===== src/e3oh_pkg.sv =====
// Shared constants and types for the E3 G.832 overhead byte block.
package e3oh_pkg;

  ////////////////////////////////////////////////////////////////////////////
  // Frame geometry
  localparam int unsigned E3OH_FRAME_OCTETS = 537;
  localparam logic [9:0]  E3OH_LAST_IDX     = 10'h218;   // 536
  localparam logic [9:0]  E3OH_IDX_FA1      = 10'h000;
  localparam logic [9:0]  E3OH_IDX_FA2      = 10'h001;
  localparam logic [9:0]  E3OH_IDX_EM       = 10'h03c;   // Row 1, column 0
  localparam logic [9:0]  E3OH_IDX_TR       = 10'h078;   // Row 2
  localparam logic [9:0]  E3OH_IDX_MA       = 10'h0b4;   // Row 3
  localparam logic [9:0]  E3OH_IDX_NR       = 10'h0f0;   // Row 4
  localparam logic [9:0]  E3OH_IDX_GC       = 10'h12c;   // Row 5

  // Frame alignment patterns
  localparam logic [7:0]  E3OH_FA1_VAL      = 8'hf6;
  localparam logic [7:0]  E3OH_FA2_VAL      = 8'h28;

  ////////////////////////////////////////////////////////////////////////////
  // Register offsets
  localparam logic [7:0]  E3OH_ADDR_RX_NR   = 8'h1a;
  localparam logic [7:0]  E3OH_ADDR_RX_GC   = 8'h1b;
  localparam logic [7:0]  E3OH_ADDR_TX_GC   = 8'h35;
  localparam logic [7:0]  E3OH_ADDR_TX_NR   = 8'h37;
  localparam logic [7:0]  E3OH_ADDR_CTRL    = 8'h38;
  localparam logic [7:0]  E3OH_ADDR_STATUS  = 8'h39;
  localparam logic [7:0]  E3OH_ADDR_RX_MA   = 8'h3a;

  // Reset values
  localparam logic [7:0]  E3OH_RST_BYTE     = 8'h00;
  localparam logic [9:0]  E3OH_RST_IDX      = 10'h000;

  ////////////////////////////////////////////////////////////////////////////
  // Payload type codes
  localparam logic [2:0]  E3OH_PT_UNEQUIPPED = 3'h0;
  localparam logic [2:0]  E3OH_PT_EQUIPPED   = 3'h1;
  localparam logic [2:0]  E3OH_PT_ATM        = 3'h2;
  localparam logic [2:0]  E3OH_PT_TU12       = 3'h3;

  // Payload dependent field, undefined so sent as zero
  localparam logic [1:0]  E3OH_PDEP_VAL      = 2'h0;

  // Maintenance and adaptation byte layout, bit 7 first
  typedef struct packed {
    logic       ferf;
    logic       febe;
    logic [2:0] ptype;
    logic [1:0] pdep;
    logic       tmark;
  } e3oh_ma_type;

  // Control register layout, high bits first in the word
  typedef struct packed {
    logic [1:0] spare;
    logic       tmark;
    logic [2:0] ptype;
    logic       lapd_gc;
    logic       lapd_en;
  } e3oh_ctrl_type;

  localparam logic [7:0]  E3OH_RST_CTRL      = 8'h00;

endpackage : e3oh_pkg


===== src/e3oh_overhead.sv =====
// Overhead byte logic and payload FIFO of the E3 G.832 framer.
//
// Notes on behaviour
// - MA byte: FERF, FEBE, type, dependent, marker.
// - Receive LOS, OOF or AIS sets FERF.
// - FERF stays one while the problem lasts.
// - No receive problem sends FERF zero.
// - Receive parity mismatch sends FEBE one.
// - Matching received parity sends FEBE zero.
// - Payload type codes: unequipped, equipped, ATM, TU-12.
// - Timing marker zero only when PRC-traceable.
// - NR or GC byte selectable as LAPD carrier.
// - NR byte filled from transmit register otherwise.
// - Received NR byte copied to readable register.
// - GC byte filled from transmit register otherwise.
// - Received GC byte copied to readable register.
// - Receive BIP-8 over frame checked next frame.
// - Transmit BIP-8 placed in next frame's EM.
`timescale 1ns/1ps

////////////////////////////////////////////////////////////////////////////////
// Synchronous FIFO, flip-flop storage, registered full flag, empty decoded from the count
module e3oh_fifo
  import e3oh_pkg::*;
#(
  parameter int unsigned WIDTH = 8,
  parameter int unsigned DEPTH = 32
) (
  input  wire logic             clk_sys,
  input  wire logic             rst_b,
  input  wire logic             in_valid,
  output logic                  in_ready,
  input  wire logic [WIDTH-1:0] in_data,
  output logic                  out_valid,
  input  wire logic             out_ready,
  output logic [WIDTH-1:0]      out_data
);

  localparam int unsigned AW = $clog2(DEPTH);
  localparam logic [AW:0] DEPTH_C = AW'(DEPTH - 1) + {{AW{1'b0}}, 1'b1};

  logic [WIDTH-1:0] mem_q [DEPTH];
  logic [AW-1:0]    wr_ptr_q;
  logic [AW-1:0]    rd_ptr_q;
  logic [AW:0]      count_q;
  logic [AW:0]      count_d;
  logic             room_q;
  logic             push;
  logic             pop;

  // Handshakes on both sides
  assign push      = in_valid && room_q;
  assign pop       = out_ready && (count_q != '0);
  assign in_ready  = room_q;
  assign out_valid = (count_q != '0);
  assign out_data  = mem_q[rd_ptr_q];

  // Occupancy, simultaneous push and pop keep it steady
  always_comb begin
    count_d = count_q;
    if (push && !pop) begin
      count_d = count_q + {{AW{1'b0}}, 1'b1};
    end else if (pop && !push) begin
      count_d = count_q - {{AW{1'b0}}, 1'b1};
    end
  end

  // Pointers and count
  always_ff @(posedge clk_sys) begin
    if (!rst_b) begin
      wr_ptr_q <= '0;
      rd_ptr_q <= '0;
      count_q  <= '0;
      room_q   <= 1'b1;
    end else begin
      count_q <= count_d;
      room_q  <= (count_d != DEPTH_C);
      if (push) begin
        wr_ptr_q <= (wr_ptr_q == AW'(DEPTH - 1)) ? '0 : wr_ptr_q + AW'(1);
      end
      if (pop) begin
        rd_ptr_q <= (rd_ptr_q == AW'(DEPTH - 1)) ? '0 : rd_ptr_q + AW'(1);
      end
    end
  end

  // Storage has no reset, data is qualified by the count
  always_ff @(posedge clk_sys) begin
    if (push) begin
      mem_q[wr_ptr_q] <= in_data;
    end
  end

endmodule : e3oh_fifo

////////////////////////////////////////////////////////////////////////////////
// Top: overhead insertion, overhead capture, register slave
module e3oh_overhead
  import e3oh_pkg::*;
#(
  parameter int unsigned FIFO_DEPTH = 32
) (
  input  wire logic       clk_sys,
  input  wire logic       rst_b,
  // Register port
  input  wire logic [7:0] reg_addr,
  input  wire logic [7:0] reg_wdata,
  input  wire logic       reg_wr,
  input  wire logic       reg_rd,
  output logic [7:0]      reg_rdata,
  // Payload bytes from the terminal side
  input  wire logic       pay_valid,
  output logic            pay_ready,
  input  wire logic [7:0] pay_data,
  // Transmit byte stream
  input  wire logic       tx_byte_en,
  input  wire logic [7:0] tx_trail_byte,
  output logic [7:0]      tx_byte,
  output logic            tx_byte_valid,
  output logic            tx_frame_end,
  // Transmit LAPD octet source
  input  wire logic [7:0] lapd_tx_byte,
  output logic            lapd_tx_take,
  // Receive byte stream, aligned by the receive framer
  input  wire logic       rx_byte_en,
  input  wire logic       rx_frame_start,
  input  wire logic [7:0] rx_byte,
  input  wire logic       rx_los,
  input  wire logic       rx_oof,
  input  wire logic       rx_ais,
  // Receive LAPD octet sink
  output logic [7:0]      lapd_rx_byte,
  output logic            lapd_rx_valid,
  // Frame parity result
  output logic            rx_bip_err
);

  ////////////////////////////////////////////////////////////////////////////
  // Declarations
  e3oh_ctrl_type ctrl_q;
  logic [7:0]    tx_nr_q;
  logic [7:0]    tx_gc_q;
  logic [7:0]    rx_nr_q;
  logic [7:0]    rx_gc_q;
  logic [7:0]    rx_ma_q;
  logic [7:0]    rdata_d;

  logic [9:0]    tx_idx_q;
  logic [7:0]    tx_bip_acc_q;
  logic [7:0]    tx_bip_prev_q;
  logic [7:0]    tx_byte_d;
  logic          tx_is_oh;
  logic          tx_is_ma;
  logic          tx_last;
  e3oh_ma_type   ma_d;
  logic          rx_problem;
  logic          febe_pend_q;

  logic [9:0]    rx_idx_q;
  logic [9:0]    rx_idx_cur;
  logic [7:0]    rx_bip_acc_q;
  logic [7:0]    rx_bip_prev_q;
  logic          rx_bip_ok_q;
  logic          rx_em_hit;
  logic          rx_mismatch;

  logic          fifo_valid;
  logic [7:0]    fifo_data;
  logic          fifo_pop;

  ////////////////////////////////////////////////////////////////////////////
  // Payload FIFO; it fills whenever overhead bytes hold off the drain
  e3oh_fifo #(
    .WIDTH (8),
    .DEPTH (FIFO_DEPTH)
  ) u_fifo (
    .clk_sys   (clk_sys),
    .rst_b     (rst_b),
    .in_valid  (pay_valid),
    .in_ready  (pay_ready),
    .in_data   (pay_data),
    .out_valid (fifo_valid),
    .out_ready (fifo_pop),
    .out_data  (fifo_data)
  );

  ////////////////////////////////////////////////////////////////////////////
  // Transmit frame position decode
  always_comb begin
    tx_is_oh = 1'b0;
    case (tx_idx_q)
      E3OH_IDX_FA1, E3OH_IDX_FA2, E3OH_IDX_EM, E3OH_IDX_TR,
      E3OH_IDX_MA, E3OH_IDX_NR, E3OH_IDX_GC: tx_is_oh = 1'b1;
      default:                               tx_is_oh = 1'b0;
    endcase
  end

  assign tx_is_ma = (tx_idx_q == E3OH_IDX_MA);
  assign tx_last  = (tx_idx_q == E3OH_LAST_IDX);
  // Payload leaves the FIFO only in payload slots; empty slots send zero
  assign fifo_pop = tx_byte_en && !tx_is_oh && fifo_valid;

  // Any receive problem drives FERF for the whole time it lasts
  assign rx_problem = rx_los || rx_oof || rx_ais;

  // MA byte assembly
  always_comb begin
    ma_d       = '0;
    ma_d.ferf  = rx_problem;
    ma_d.febe  = febe_pend_q;
    ma_d.ptype = ctrl_q.ptype;
    ma_d.pdep  = E3OH_PDEP_VAL;
    ma_d.tmark = ctrl_q.tmark;
  end

  // Outbound byte selection per slot
  always_comb begin
    tx_byte_d = fifo_valid ? fifo_data : E3OH_RST_BYTE;
    case (tx_idx_q)
      E3OH_IDX_FA1: tx_byte_d = E3OH_FA1_VAL;
      E3OH_IDX_FA2: tx_byte_d = E3OH_FA2_VAL;
      E3OH_IDX_EM:  tx_byte_d = tx_bip_prev_q;
      E3OH_IDX_TR:  tx_byte_d = tx_trail_byte;
      E3OH_IDX_MA:  tx_byte_d = ma_d;
      E3OH_IDX_NR: begin
        // LAPD takes the byte only when it is the selected carrier
        if (ctrl_q.lapd_en && !ctrl_q.lapd_gc) begin
          tx_byte_d = lapd_tx_byte;
        end else begin
          tx_byte_d = tx_nr_q;
        end
      end
      E3OH_IDX_GC: begin
        if (ctrl_q.lapd_en && ctrl_q.lapd_gc) begin
          tx_byte_d = lapd_tx_byte;
        end else begin
          tx_byte_d = tx_gc_q;
        end
      end
      default: tx_byte_d = fifo_valid ? fifo_data : E3OH_RST_BYTE;
    endcase
  end

  ////////////////////////////////////////////////////////////////////////////
  // Transmit byte counter, one step per byte strobe
  always_ff @(posedge clk_sys) begin
    if (!rst_b) begin
      tx_idx_q <= E3OH_RST_IDX;
    end else if (tx_byte_en) begin
      tx_idx_q <= tx_last ? E3OH_RST_IDX : tx_idx_q + 10'h001;
    end
  end

  // Transmit output registers
  always_ff @(posedge clk_sys) begin
    if (!rst_b) begin
      tx_byte       <= E3OH_RST_BYTE;
      tx_byte_valid <= 1'b0;
      tx_frame_end  <= 1'b0;
      lapd_tx_take  <= 1'b0;
    end else begin
      tx_byte_valid <= tx_byte_en;
      tx_frame_end  <= tx_byte_en && tx_last;
      // One LAPD octet per frame, taken in the carrier slot
      lapd_tx_take  <= tx_byte_en && ctrl_q.lapd_en &&
                       (tx_idx_q == (ctrl_q.lapd_gc ? E3OH_IDX_GC : E3OH_IDX_NR));
      if (tx_byte_en) begin
        tx_byte <= tx_byte_d;
      end
    end
  end

  // Transmit BIP-8 over every octet sent, frozen at frame end
  always_ff @(posedge clk_sys) begin
    if (!rst_b) begin
      tx_bip_acc_q  <= E3OH_RST_BYTE;
      tx_bip_prev_q <= E3OH_RST_BYTE;
    end else if (tx_byte_en) begin
      if (tx_last) begin
        tx_bip_prev_q <= tx_bip_acc_q ^ tx_byte_d;
        tx_bip_acc_q  <= E3OH_RST_BYTE;
      end else begin
        tx_bip_acc_q  <= tx_bip_acc_q ^ tx_byte_d;
      end
    end
  end

  // FEBE pending flag; a new mismatch wins over the MA-slot clear
  always_ff @(posedge clk_sys) begin
    if (!rst_b) begin
      febe_pend_q <= 1'b0;
    end else if (rx_mismatch) begin
      febe_pend_q <= 1'b1;
    end else if (tx_byte_en && tx_is_ma) begin
      febe_pend_q <= 1'b0;
    end
  end

  ////////////////////////////////////////////////////////////////////////////
  // Receive position; frame start forces index zero for realignment
  assign rx_idx_cur  = rx_frame_start ? E3OH_RST_IDX : rx_idx_q;
  assign rx_em_hit   = rx_byte_en && (rx_idx_cur == E3OH_IDX_EM) && rx_bip_ok_q;
  assign rx_mismatch = rx_em_hit && (rx_byte != rx_bip_prev_q);

  always_ff @(posedge clk_sys) begin
    if (!rst_b) begin
      rx_idx_q <= E3OH_RST_IDX;
    end else if (rx_byte_en) begin
      rx_idx_q <= (rx_idx_cur == E3OH_LAST_IDX) ? E3OH_RST_IDX
                                                 : rx_idx_cur + 10'h001;
    end
  end

  // Receive BIP-8; the first frame after reset has nothing to check
  always_ff @(posedge clk_sys) begin
    if (!rst_b) begin
      rx_bip_acc_q  <= E3OH_RST_BYTE;
      rx_bip_prev_q <= E3OH_RST_BYTE;
      rx_bip_ok_q   <= 1'b0;
    end else if (rx_byte_en) begin
      if (rx_idx_cur == E3OH_LAST_IDX) begin
        rx_bip_prev_q <= rx_bip_acc_q ^ rx_byte;
        rx_bip_acc_q  <= E3OH_RST_BYTE;
        rx_bip_ok_q   <= 1'b1;
      end else if (rx_idx_cur == E3OH_RST_IDX) begin
        rx_bip_acc_q  <= rx_byte;
      end else begin
        rx_bip_acc_q  <= rx_bip_acc_q ^ rx_byte;
      end
    end
  end

  // Parity error pulse toward performance monitoring
  always_ff @(posedge clk_sys) begin
    if (!rst_b) begin
      rx_bip_err <= 1'b0;
    end else begin
      rx_bip_err <= rx_mismatch;
    end
  end

  // Received overhead capture; always updated, LAPD or not
  always_ff @(posedge clk_sys) begin
    if (!rst_b) begin
      rx_nr_q <= E3OH_RST_BYTE;
      rx_gc_q <= E3OH_RST_BYTE;
      rx_ma_q <= E3OH_RST_BYTE;
    end else if (rx_byte_en) begin
      if (rx_idx_cur == E3OH_IDX_NR) begin
        rx_nr_q <= rx_byte;
      end
      if (rx_idx_cur == E3OH_IDX_GC) begin
        rx_gc_q <= rx_byte;
      end
      if (rx_idx_cur == E3OH_IDX_MA) begin
        rx_ma_q <= rx_byte;
      end
    end
  end

  // Receive LAPD octet out of the selected carrier byte
  always_ff @(posedge clk_sys) begin
    if (!rst_b) begin
      lapd_rx_byte  <= E3OH_RST_BYTE;
      lapd_rx_valid <= 1'b0;
    end else begin
      lapd_rx_valid <= 1'b0;
      if (rx_byte_en && ctrl_q.lapd_en &&
          (rx_idx_cur == (ctrl_q.lapd_gc ? E3OH_IDX_GC : E3OH_IDX_NR))) begin
        lapd_rx_byte  <= rx_byte;
        lapd_rx_valid <= 1'b1;
      end
    end
  end

  ////////////////////////////////////////////////////////////////////////////
  // Register writes
  always_ff @(posedge clk_sys) begin
    if (!rst_b) begin
      ctrl_q  <= E3OH_RST_CTRL;
      tx_nr_q <= E3OH_RST_BYTE;
      tx_gc_q <= E3OH_RST_BYTE;
    end else if (reg_wr) begin
      case (reg_addr)
        E3OH_ADDR_TX_NR: tx_nr_q <= reg_wdata;
        E3OH_ADDR_TX_GC: tx_gc_q <= reg_wdata;
        E3OH_ADDR_CTRL:  ctrl_q  <= reg_wdata;
        default:         ctrl_q  <= ctrl_q;
      endcase
    end
  end

  // Read mux; unmapped addresses read zero
  always_comb begin
    rdata_d = E3OH_RST_BYTE;
    case (reg_addr)
      E3OH_ADDR_RX_NR:  rdata_d = rx_nr_q;
      E3OH_ADDR_RX_GC:  rdata_d = rx_gc_q;
      E3OH_ADDR_TX_GC:  rdata_d = tx_gc_q;
      E3OH_ADDR_TX_NR:  rdata_d = tx_nr_q;
      E3OH_ADDR_CTRL:   rdata_d = ctrl_q;
      E3OH_ADDR_STATUS: rdata_d = {4'h0, rx_bip_ok_q, febe_pend_q,
                                   rx_problem, pay_ready};
      E3OH_ADDR_RX_MA:  rdata_d = rx_ma_q;
      default:          rdata_d = E3OH_RST_BYTE;
    endcase
  end

  // Read data valid only in the cycle after the strobe
  always_ff @(posedge clk_sys) begin
    if (!rst_b) begin
      reg_rdata <= E3OH_RST_BYTE;
    end else begin
      reg_rdata <= reg_rd ? rdata_d : E3OH_RST_BYTE;
    end
  end

endmodule : e3oh_overhead


===== config.mk =====
export PLATFORM = sky130hd
export DESIGN_NAME = e3oh_overhead
export DESIGN_NICKNAME = d
export VERILOG_FILES = /design/src/e3oh_pkg.sv /design/src/e3oh_overhead.sv
export SDC_FILE = /design/constraint.sdc
export NUM_CORES = 1
export LEC_CHECK = 0
export BUFFER_PORTS_ARGS = -buffer_cell sky130_fd_sc_hd__clkbuf_2
export CAP_MARGIN = 20
export CORE_AREA = 3 3 183 185
export CTS_BUF_LIST = sky130_fd_sc_hd__clkbuf_8
export DETAILED_ROUTE_END_ITERATION = 6
export DIE_AREA = 0 0 186 188
export GPL_TIMING_DRIVEN = 0
export PLACE_DENSITY = 0.71
export SLEW_MARGIN = 20
export SYNTH_ARGS = -nofsm -noshare
export SYNTH_HDL_FRONTEND = slang
export SYNTH_SLANG_ARGS = --single-unit

===== constraint.sdc =====
create_clock -name clk_sys -period 2.8 [get_ports clk_sys]
set_input_delay 0.28 -clock clk_sys [delete_from_list [all_inputs] [get_ports clk_sys]]
set_output_delay 0.28 -clock clk_sys [all_outputs]
set_load 0.02 [all_outputs]

==> results of run 1 <==
-- cell usage after synthesis (5+ instances only) --
| master | count | share of area, % |
|---|---|---|
| edfxtp_1 | 256 | 44 |
| dfxtp_1 | 153 | 17 |
| nor2_1 | 141 | 3.0 |
| nand2_1 | 109 | 2.3 |
| a21oi_1 | 77 | 2.2 |
| mux2i_1 | 66 | 3.8 |
| mux4_2 | 66 | 8.5 |
| clkbuf_1 | 52 | 1.1 |
| nand3_1 | 40 | 1.1 |
| xnor2_1 | 27 | 1.3 |
| inv_1 | 26 | 0.56 |
| o21ai_0 | 23 | 0.66 |
| nor3_1 | 22 | 0.63 |
| a2bb2oi_1 | 15 | 0.75 |
| ha_1 | 15 | 1.1 |
| mux2_2 | 15 | 0.96 |
| nor2b_1 | 14 | 0.50 |
| a222oi_1 | 12 | 0.68 |
| nand4_1 | 12 | 0.43 |
| o21ai_1 | 12 | 0.34 |
| or3_1 | 12 | 0.43 |
| and3_1 | 11 | 0.39 |
| buf_2 | 10 | 0.28 |
| nand3b_1 | 10 | 0.43 |
| xor2_1 | 10 | 0.50 |
| nand2b_1 | 9 | 0.32 |
| a31oi_1 | 8 | 0.28 |
| a22oi_1 | 7 | 0.30 |
| a221oi_1 | 6 | 0.30 |
| and2_1 | 6 | 0.21 |
| buf_1 | 5 | 0.11 |
| nor4_1 | 5 | 0.18 |
-- power by group --
group	switching, mW	leakage (nW)	internal [mW]
registers	0.0593	3.55	6.47
clock network	2.28	0.718	2.52
logic	0.572	2.87	0.460
-- stage by stage --
| stage | instance area, um2 | hold WS (ns) | std cells | utilization (%) | power, mW |
|---|---|---|---|---|---|
| floorplan | 17600 | 0.379 | 1338 | - | 7.19 |
| global placement | 18500 | 0.439 | 1822 | 57.3 | 7.48 |
| detailed placement | 18500 | 0.442 | 1822 | 57.3 | 7.51 |
| CTS | 20100 | 0.0695 | 1961 | 62.4 | 12.4 |
| global route | 20300 | 0.116 | 1974 | 63.1 | 12.8 |
| finish | 20300 | 0.133 | 1974 | 63.1 | 12.4 |
-- routing by layer --
layer / global-route usage [%] / routed length [um] / up-vias
met5: 0 / 0 / -
met4: 9.51 / 1360 / 0
met3: 5.55 / 3260 / 99
met2: 39.9 / 20800 / 498
met1: 34.8 / 18600 / 5911
li1: - / - / 5423
-- final timing paths --
path	startpoint	endpoint	slack [ns]	cells past startpoint
setup / recovery	register	tx_bip_acc_q[3]	-0.04	12
hold / removal	reg_wr	tx_gc_q[7]	0.13	3
setup reg to reg	register	tx_bip_acc_q[3]	-0.04	12
hold reg to reg	tx_bip_prev_q[3]	tx_bip_prev_q[3]	0.45	2
-- cell type report --
class	instances	area, um2	share of cell area [%]
clock buffers	78	1070	5.28
plain buffers	77	464	2.28
clock inverters	38	156	0.769
multi-input cells	825	6480	31.9
inverters	27	101	0.499
flip-flops and latches	409	10800	52.9
repair buffers	112	795	3.91
well taps	408	510	2.51
-- repair_timing --
item                       4_1_cts  5_1_grt
hold buffers                     8        0
cloned                           2        1
setup endpoints to repair       22       25
buffers inserted                13       12
gates resized for setup         37       25
pin swaps                        6       11
hold endpoints to repair        24        0
-- worst register-to-register path, stage by stage, from the launching register on --
cell and delay [ns]:
dfxtp_2 0.34, buf_12 0.13, buf_16 0.14, buf_12 0.16
buf_12 0.14, buf_6 0.18, nor2_1 0.11, a221oi_2 0.37
a2bb2oi_2 0.17, a31oi_2 0.36, nor3_4 0.11, or4_1 0.42
a21oi_1 0.13
-- cell families after synthesis --
logic type,synth area share (%)
DFF,61.2
adders and majority gates,1.07
AOI/OAI and AO/OA,8.00
muxes,13.5
and+or+nand+nor,11.7
xor gates and xnor gates,1.84
buffers and inverters,2.70
==> impl_metrics.toml, run 1 <==
[run_status]
result_of_the_run = "complete, but fails checks"
violations_in_the_final_reports = "setup timing"

[place]
detailed_place_hpwl_um = 29500
port_buffers = 76
gpl.final_weighted_congestion = 0.904
post-place-ws_ns = -0.455

[cells_and_area]
drive_gt1_share_pct = 21.8
finalNetCount = 1593
final.fill_count = 2410
biggestRegsByFlops = "u_fifo.mem_q (256), rx_idx_q (10), tx_idx_q (10)"
max_flop_register = "u_fifo.mem_q"
largest_register_ffs = 256
commonest_cells_after_routing_fill_and_taps_aside = "256 x edfxtp_1, 152 x dfxtp_1, 140 x nor2_1, 108 x nand2_1"
antenna-diode-count = 0
final_common_cell = "edfxtp_1"
relative_area_change_from_synthesis_to_final_layout_pct = 15.7

[routing]
via_count = 11900
drt_first_iter_violations = 1126
avgViaCountPerCell = 6.04
detail_route.wl_per_cell_um = 22.3
first_pass_iters = 6
drt_drc_violations_left = 0
final_antenna_net_count = 0
detail_route.wirelength_um = 44000

[die]
placement_rows = 66
die_area_um2 = 35000
placeableCoreArea_um2 = 32200
floorplan.die.height_um = 188
die_boundary_width_um = 186
io_pins = 89
initial_util_pct = 54.6

[global_route]
grt_max_degree = 33
grt_pass1_wl_um = 67200
grt.total_usage_pct = 25.3
grt-ovfl-total = 0
grt_pass1_vias = 11800
antenna_found_initial = 0

[power_and_ir_drop]
power.density_nw_per_um2 = 608
leakage_nw = 7.13
vdd_ir_drop_max_uv = 506

[synthesis]
post_synthesis_async_set_or_reset_flop_share_pct = 0
yosys_synthesis_warning_count = 0
postSynthNetCount = 1412
synthesis.area_per_instance_um2 = 13.1
post_synth_num_cell_types = 77
synth_cells = 1338
synth-edff-count = 256
ys_ff_latch = 409
yosysSeqAreaShare_pct = 61.2
syn_area_um2 = 17600
synth_top_flop_cell = "edfxtp_1"

[sta]
actual_transition_at_the_worst_max_transition_pin_ns = 0.882
fin_crit_sh_pct = 101
worst_slew_margin_relative_to_its_limit_pct = 41.2
timing.final.ws_setup_ns = -0.0375
setup-tns-final_ns = -0.0450
fmax_mhz = 352
grt_setup_unrepaired = "true"
fin_skew_ns = 0.0206
hold_viol = 0
setup_viol = 2
min_period_ns = 2.84
finalMaxSlewViolations = 0

[setup_path]
timing.critical_path.cells = "buf_12 -> buf_16 -> buf_12 -> buf_12 -> buf_6 -> nor2_1 -> a221oi_2 -> a2bb2oi_2 -> a31oi_2 -> nor3_4 -> or4_1 -> a21oi_1"
critPathTopFamily = "compound AO/OA/AOI/OAI gates"
critPathMaxStageDelay_ns = 0.42
crit_required_ns = 3.30
timing.critical_path.from_type = "register"
arrival_ns = 3.34
critical_path_class = "register to register"
path_max_fanout = 10
worstSetupEndpointType = "register"
crit_slowest_cell = "or4_1"
worst-path-buf-inv = 5
crit_path_frequent_cell = "buf_12"

[clock_network]
cts.htree.levels = 3
cts_tree = "yes"
clockRootBuffer = "clkbuf_8"
insertion_delay_of_the_later_clocked_pin_in_the_worst_skew_pair_ns = 0.59
tritoncts.num_buffers = 67
cts_buffer_depth = 3
clk_pin_slew_worst_paths_ns = 0.06
cts.sink_count = 409

[min_path]
hold_path_class = "input port to register"

[run]
maxCapViolations = 0
Power figures use the tool's default switching activity.
==> run 2, diff against run 1 <==
--- a/config.mk
+++ b/config.mk
@@ -12,7 +12,7 @@
 export DETAILED_ROUTE_END_ITERATION = 6
 export DIE_AREA = 0 0 186 188
 export GPL_TIMING_DRIVEN = 0
-export PLACE_DENSITY = 0.71
+export PLACE_DENSITY = 0.74
 export SLEW_MARGIN = 20
 export SYNTH_ARGS = -nofsm -noshare
 export SYNTH_HDL_FRONTEND = slang
==> constraint.sdc (replaced) <==
create_clock -name clk_sys -period 2.5 [get_ports clk_sys]
set_input_delay 0.25 -clock clk_sys [delete_from_list [all_inputs] [get_ports clk_sys]]
set_output_delay 0.25 -clock clk_sys [all_outputs]
set_load 0.02 [all_outputs]
==> impl_metrics.toml, run 2 (synthesis gave the netlist of run 1 again) <==
[cells_and_area]
final_cell_utilization_of_the_core_pct = 64.7
antenna-diode-count = 0
final.fill_count = 2304
final-seq-area_um2 = 10800
biggestRegsByFlops = "u_fifo.mem_q (256), rx_idx_q (10), tx_idx_q (10)"
layout.cells.non_filler = 1977
max_flop_register = "u_fifo.mem_q"
commonest_cells_after_routing_fill_and_taps_aside = "256 x edfxtp_1, 145 x dfxtp_1, 104 x nand2_1, 102 x nor2_1, 79 x clkbuf_2"
final_common_cell = "edfxtp_1"
largest_register_ffs = 256
multi_input_comb_area_um2 = 6910
relative_area_change_from_synthesis_to_final_layout_pct = 18.6
finalNetCount = 1603
drive_gt1_share_pct = 27.1

[setup_path]
path_max_fanout = 8
worstSetupEndpointType = "register"
arrival_ns = 3.21
critical_path_class = "register to register"
timing.critical_path.from_type = "register"
crit_required_ns = 2.98

[die]
initial_util_pct = 54.6
die_area_um2 = 35000
die_boundary_width_um = 186
placeableCoreArea_um2 = 32200
io_pins = 89
floorplan.die.height_um = 188
placement_rows = 66

[power_and_ir_drop]
cell_internal_pwr_mw = 10.7
comb_power_share_pct = 8.7
p_sw_share_pct = 23.8
p_switching_mw = 3.34
power.density_nw_per_um2 = 674
vdd_ir_drop_max_uv = 660
pwr-share-clk_pct = 39.2
share_of_total_power_in_sequential_cells_pct = 52.1
leakage_nw = 7.21

[sta]
fmax_mhz = 367
finalMaxSlewViolations = 0
hold_viol = 0
fin_crit_sh_pct = 109
fin_skew_ns = 0.0328
hold-worst-slack_ns = 0.0872
setup-tns-final_ns = -3.44
actual_transition_at_the_worst_max_transition_pin_ns = 0.888
min_period_ns = 2.72
timing.final.ws_setup_ns = -0.221
worst_slew_margin_relative_to_its_limit_pct = 40.3
grt_setup_unrepaired = "true"
setup_viol = 24

[clock_network]
cts.sink_count = 409
cts_buffer_depth = 3
cts.htree.levels = 3
cts_tree = "yes"
clockRootBuffer = "clkbuf_8"
insertion_delay_of_the_later_clocked_pin_in_the_worst_skew_pair_ns = 0.60
tritoncts.num_buffers = 69
clk_pin_slew_worst_paths_ns = 0.06

[global_route]
grt.total_usage_pct = 25.4
antenna_found_initial = 0
grt_pass1_wl_um = 67600
grt_pass1_vias = 11700
grt-ovfl-total = 0
grt_max_degree = 33

[routing]
via_count = 12100
avgViaCountPerCell = 6.11
detail_route.wl_per_cell_um = 22.6
final_antenna_net_count = 0
drt_drc_violations_left = 4
drt_first_iter_violations = 1227
detail_route.wirelength_um = 44600
first_pass_iters = 7

[min_path]
hp-start = "reg_wr"
hold_path_class = "input port to register"

[place]
detailed_place_hpwl_um = 29300
placed_cells_incl_taps = 1822
gpl.final_weighted_congestion = 0.926
post-place-ws_ns = -0.716
port_buffers = 76

[run_status]
result_of_the_run = "complete, but fails checks"
violations_in_the_final_reports = "DRC, setup timing"

[run]
maxCapViolations = 0
-- run 2: changes by cell type in the layout (fill, tap and decap cells not counted), sizes merged, moves of 2 or more --
| cell | delta |
|---|---|
| inv | -7 |
| clkinv | +3 |
| buf | +17 |
| clkbuf | -13 |
| bufinv | +2 |
-- run 2: what timing repair did --
action	in CTS	in global routing
gates resized for setup	109	80
hold endpoints to repair	25	0
buffers inserted	31	14
pin swaps	22	25
gates cloned	1	0
endpoints found under the setup margin	228	307
hold buffers	9	0
-- run 2: critical path, cell delays in order (launching register included) --
cell     delay [ns]
dfxtp_2        0.33
buf_12         0.12
buf_12         0.14
buf_12         0.13
buf_12         0.14
mux4_2         0.48
mux4_2         0.54
mux2i_2        0.22
or2_4          0.20
nand2_4        0.06
xnor2_2        0.17
o21ai_1        0.07
-- run 2: power by group through the flow --
stage	Sequential, mW	Clock, mW	Combinational [mW]
3_5_place_dp	7.45	0	0.954
2_1_floorplan	7.45	0	0.606
4_1_cts	7.31	5.61	1.14
3_3_place_gp	7.45	0	0.932
5_1_grt	7.32	5.93	1.30
6_report	7.31	5.51	1.22
-- run 2: layout make-up --
class | instances | share of cell area (%)
plain buffers | 68 | 2.04
clock buffers | 74 | 4.89
clock inverters | 37 | 1.06
inverters | 27 | 0.486
multi-input cells | 825 | 33.2
flip-flops and latches | 409 | 51.6
well taps | 408 | 2.45
repair buffers | 129 | 4.28
-- run 2: per-layer routing --
| metal | GRT usage [%] | share of wire (%) |
|---|---|---|
| met1 | 35.7 | 41 |
| met2 | 40.1 | 48 |
| met3 | 5.47 | 9.3 |
| met4 | 7.79 | 1.8 |
| met5 | 0 | 0 |
-- run 2: path summary, 6_finish.rpt --
kind                      endpoint  slack [ns]  cells after the start
setup / recovery  tx_bip_prev_q[5]       -0.22                     11
hold / removal          tx_nr_q[7]        0.09                      3
setup reg to reg  tx_bip_prev_q[5]       -0.22                     11
hold reg to reg   tx_bip_prev_q[5]        0.45                      2
-- run 2: per-stage QoR --
step	power, mW	cell area [um2]
floorplan	8.06	17600
global placement	8.38	18500
detailed placement	8.40	18500
CTS	14.1	20400
global route	14.6	20800
finish	14.0	20800
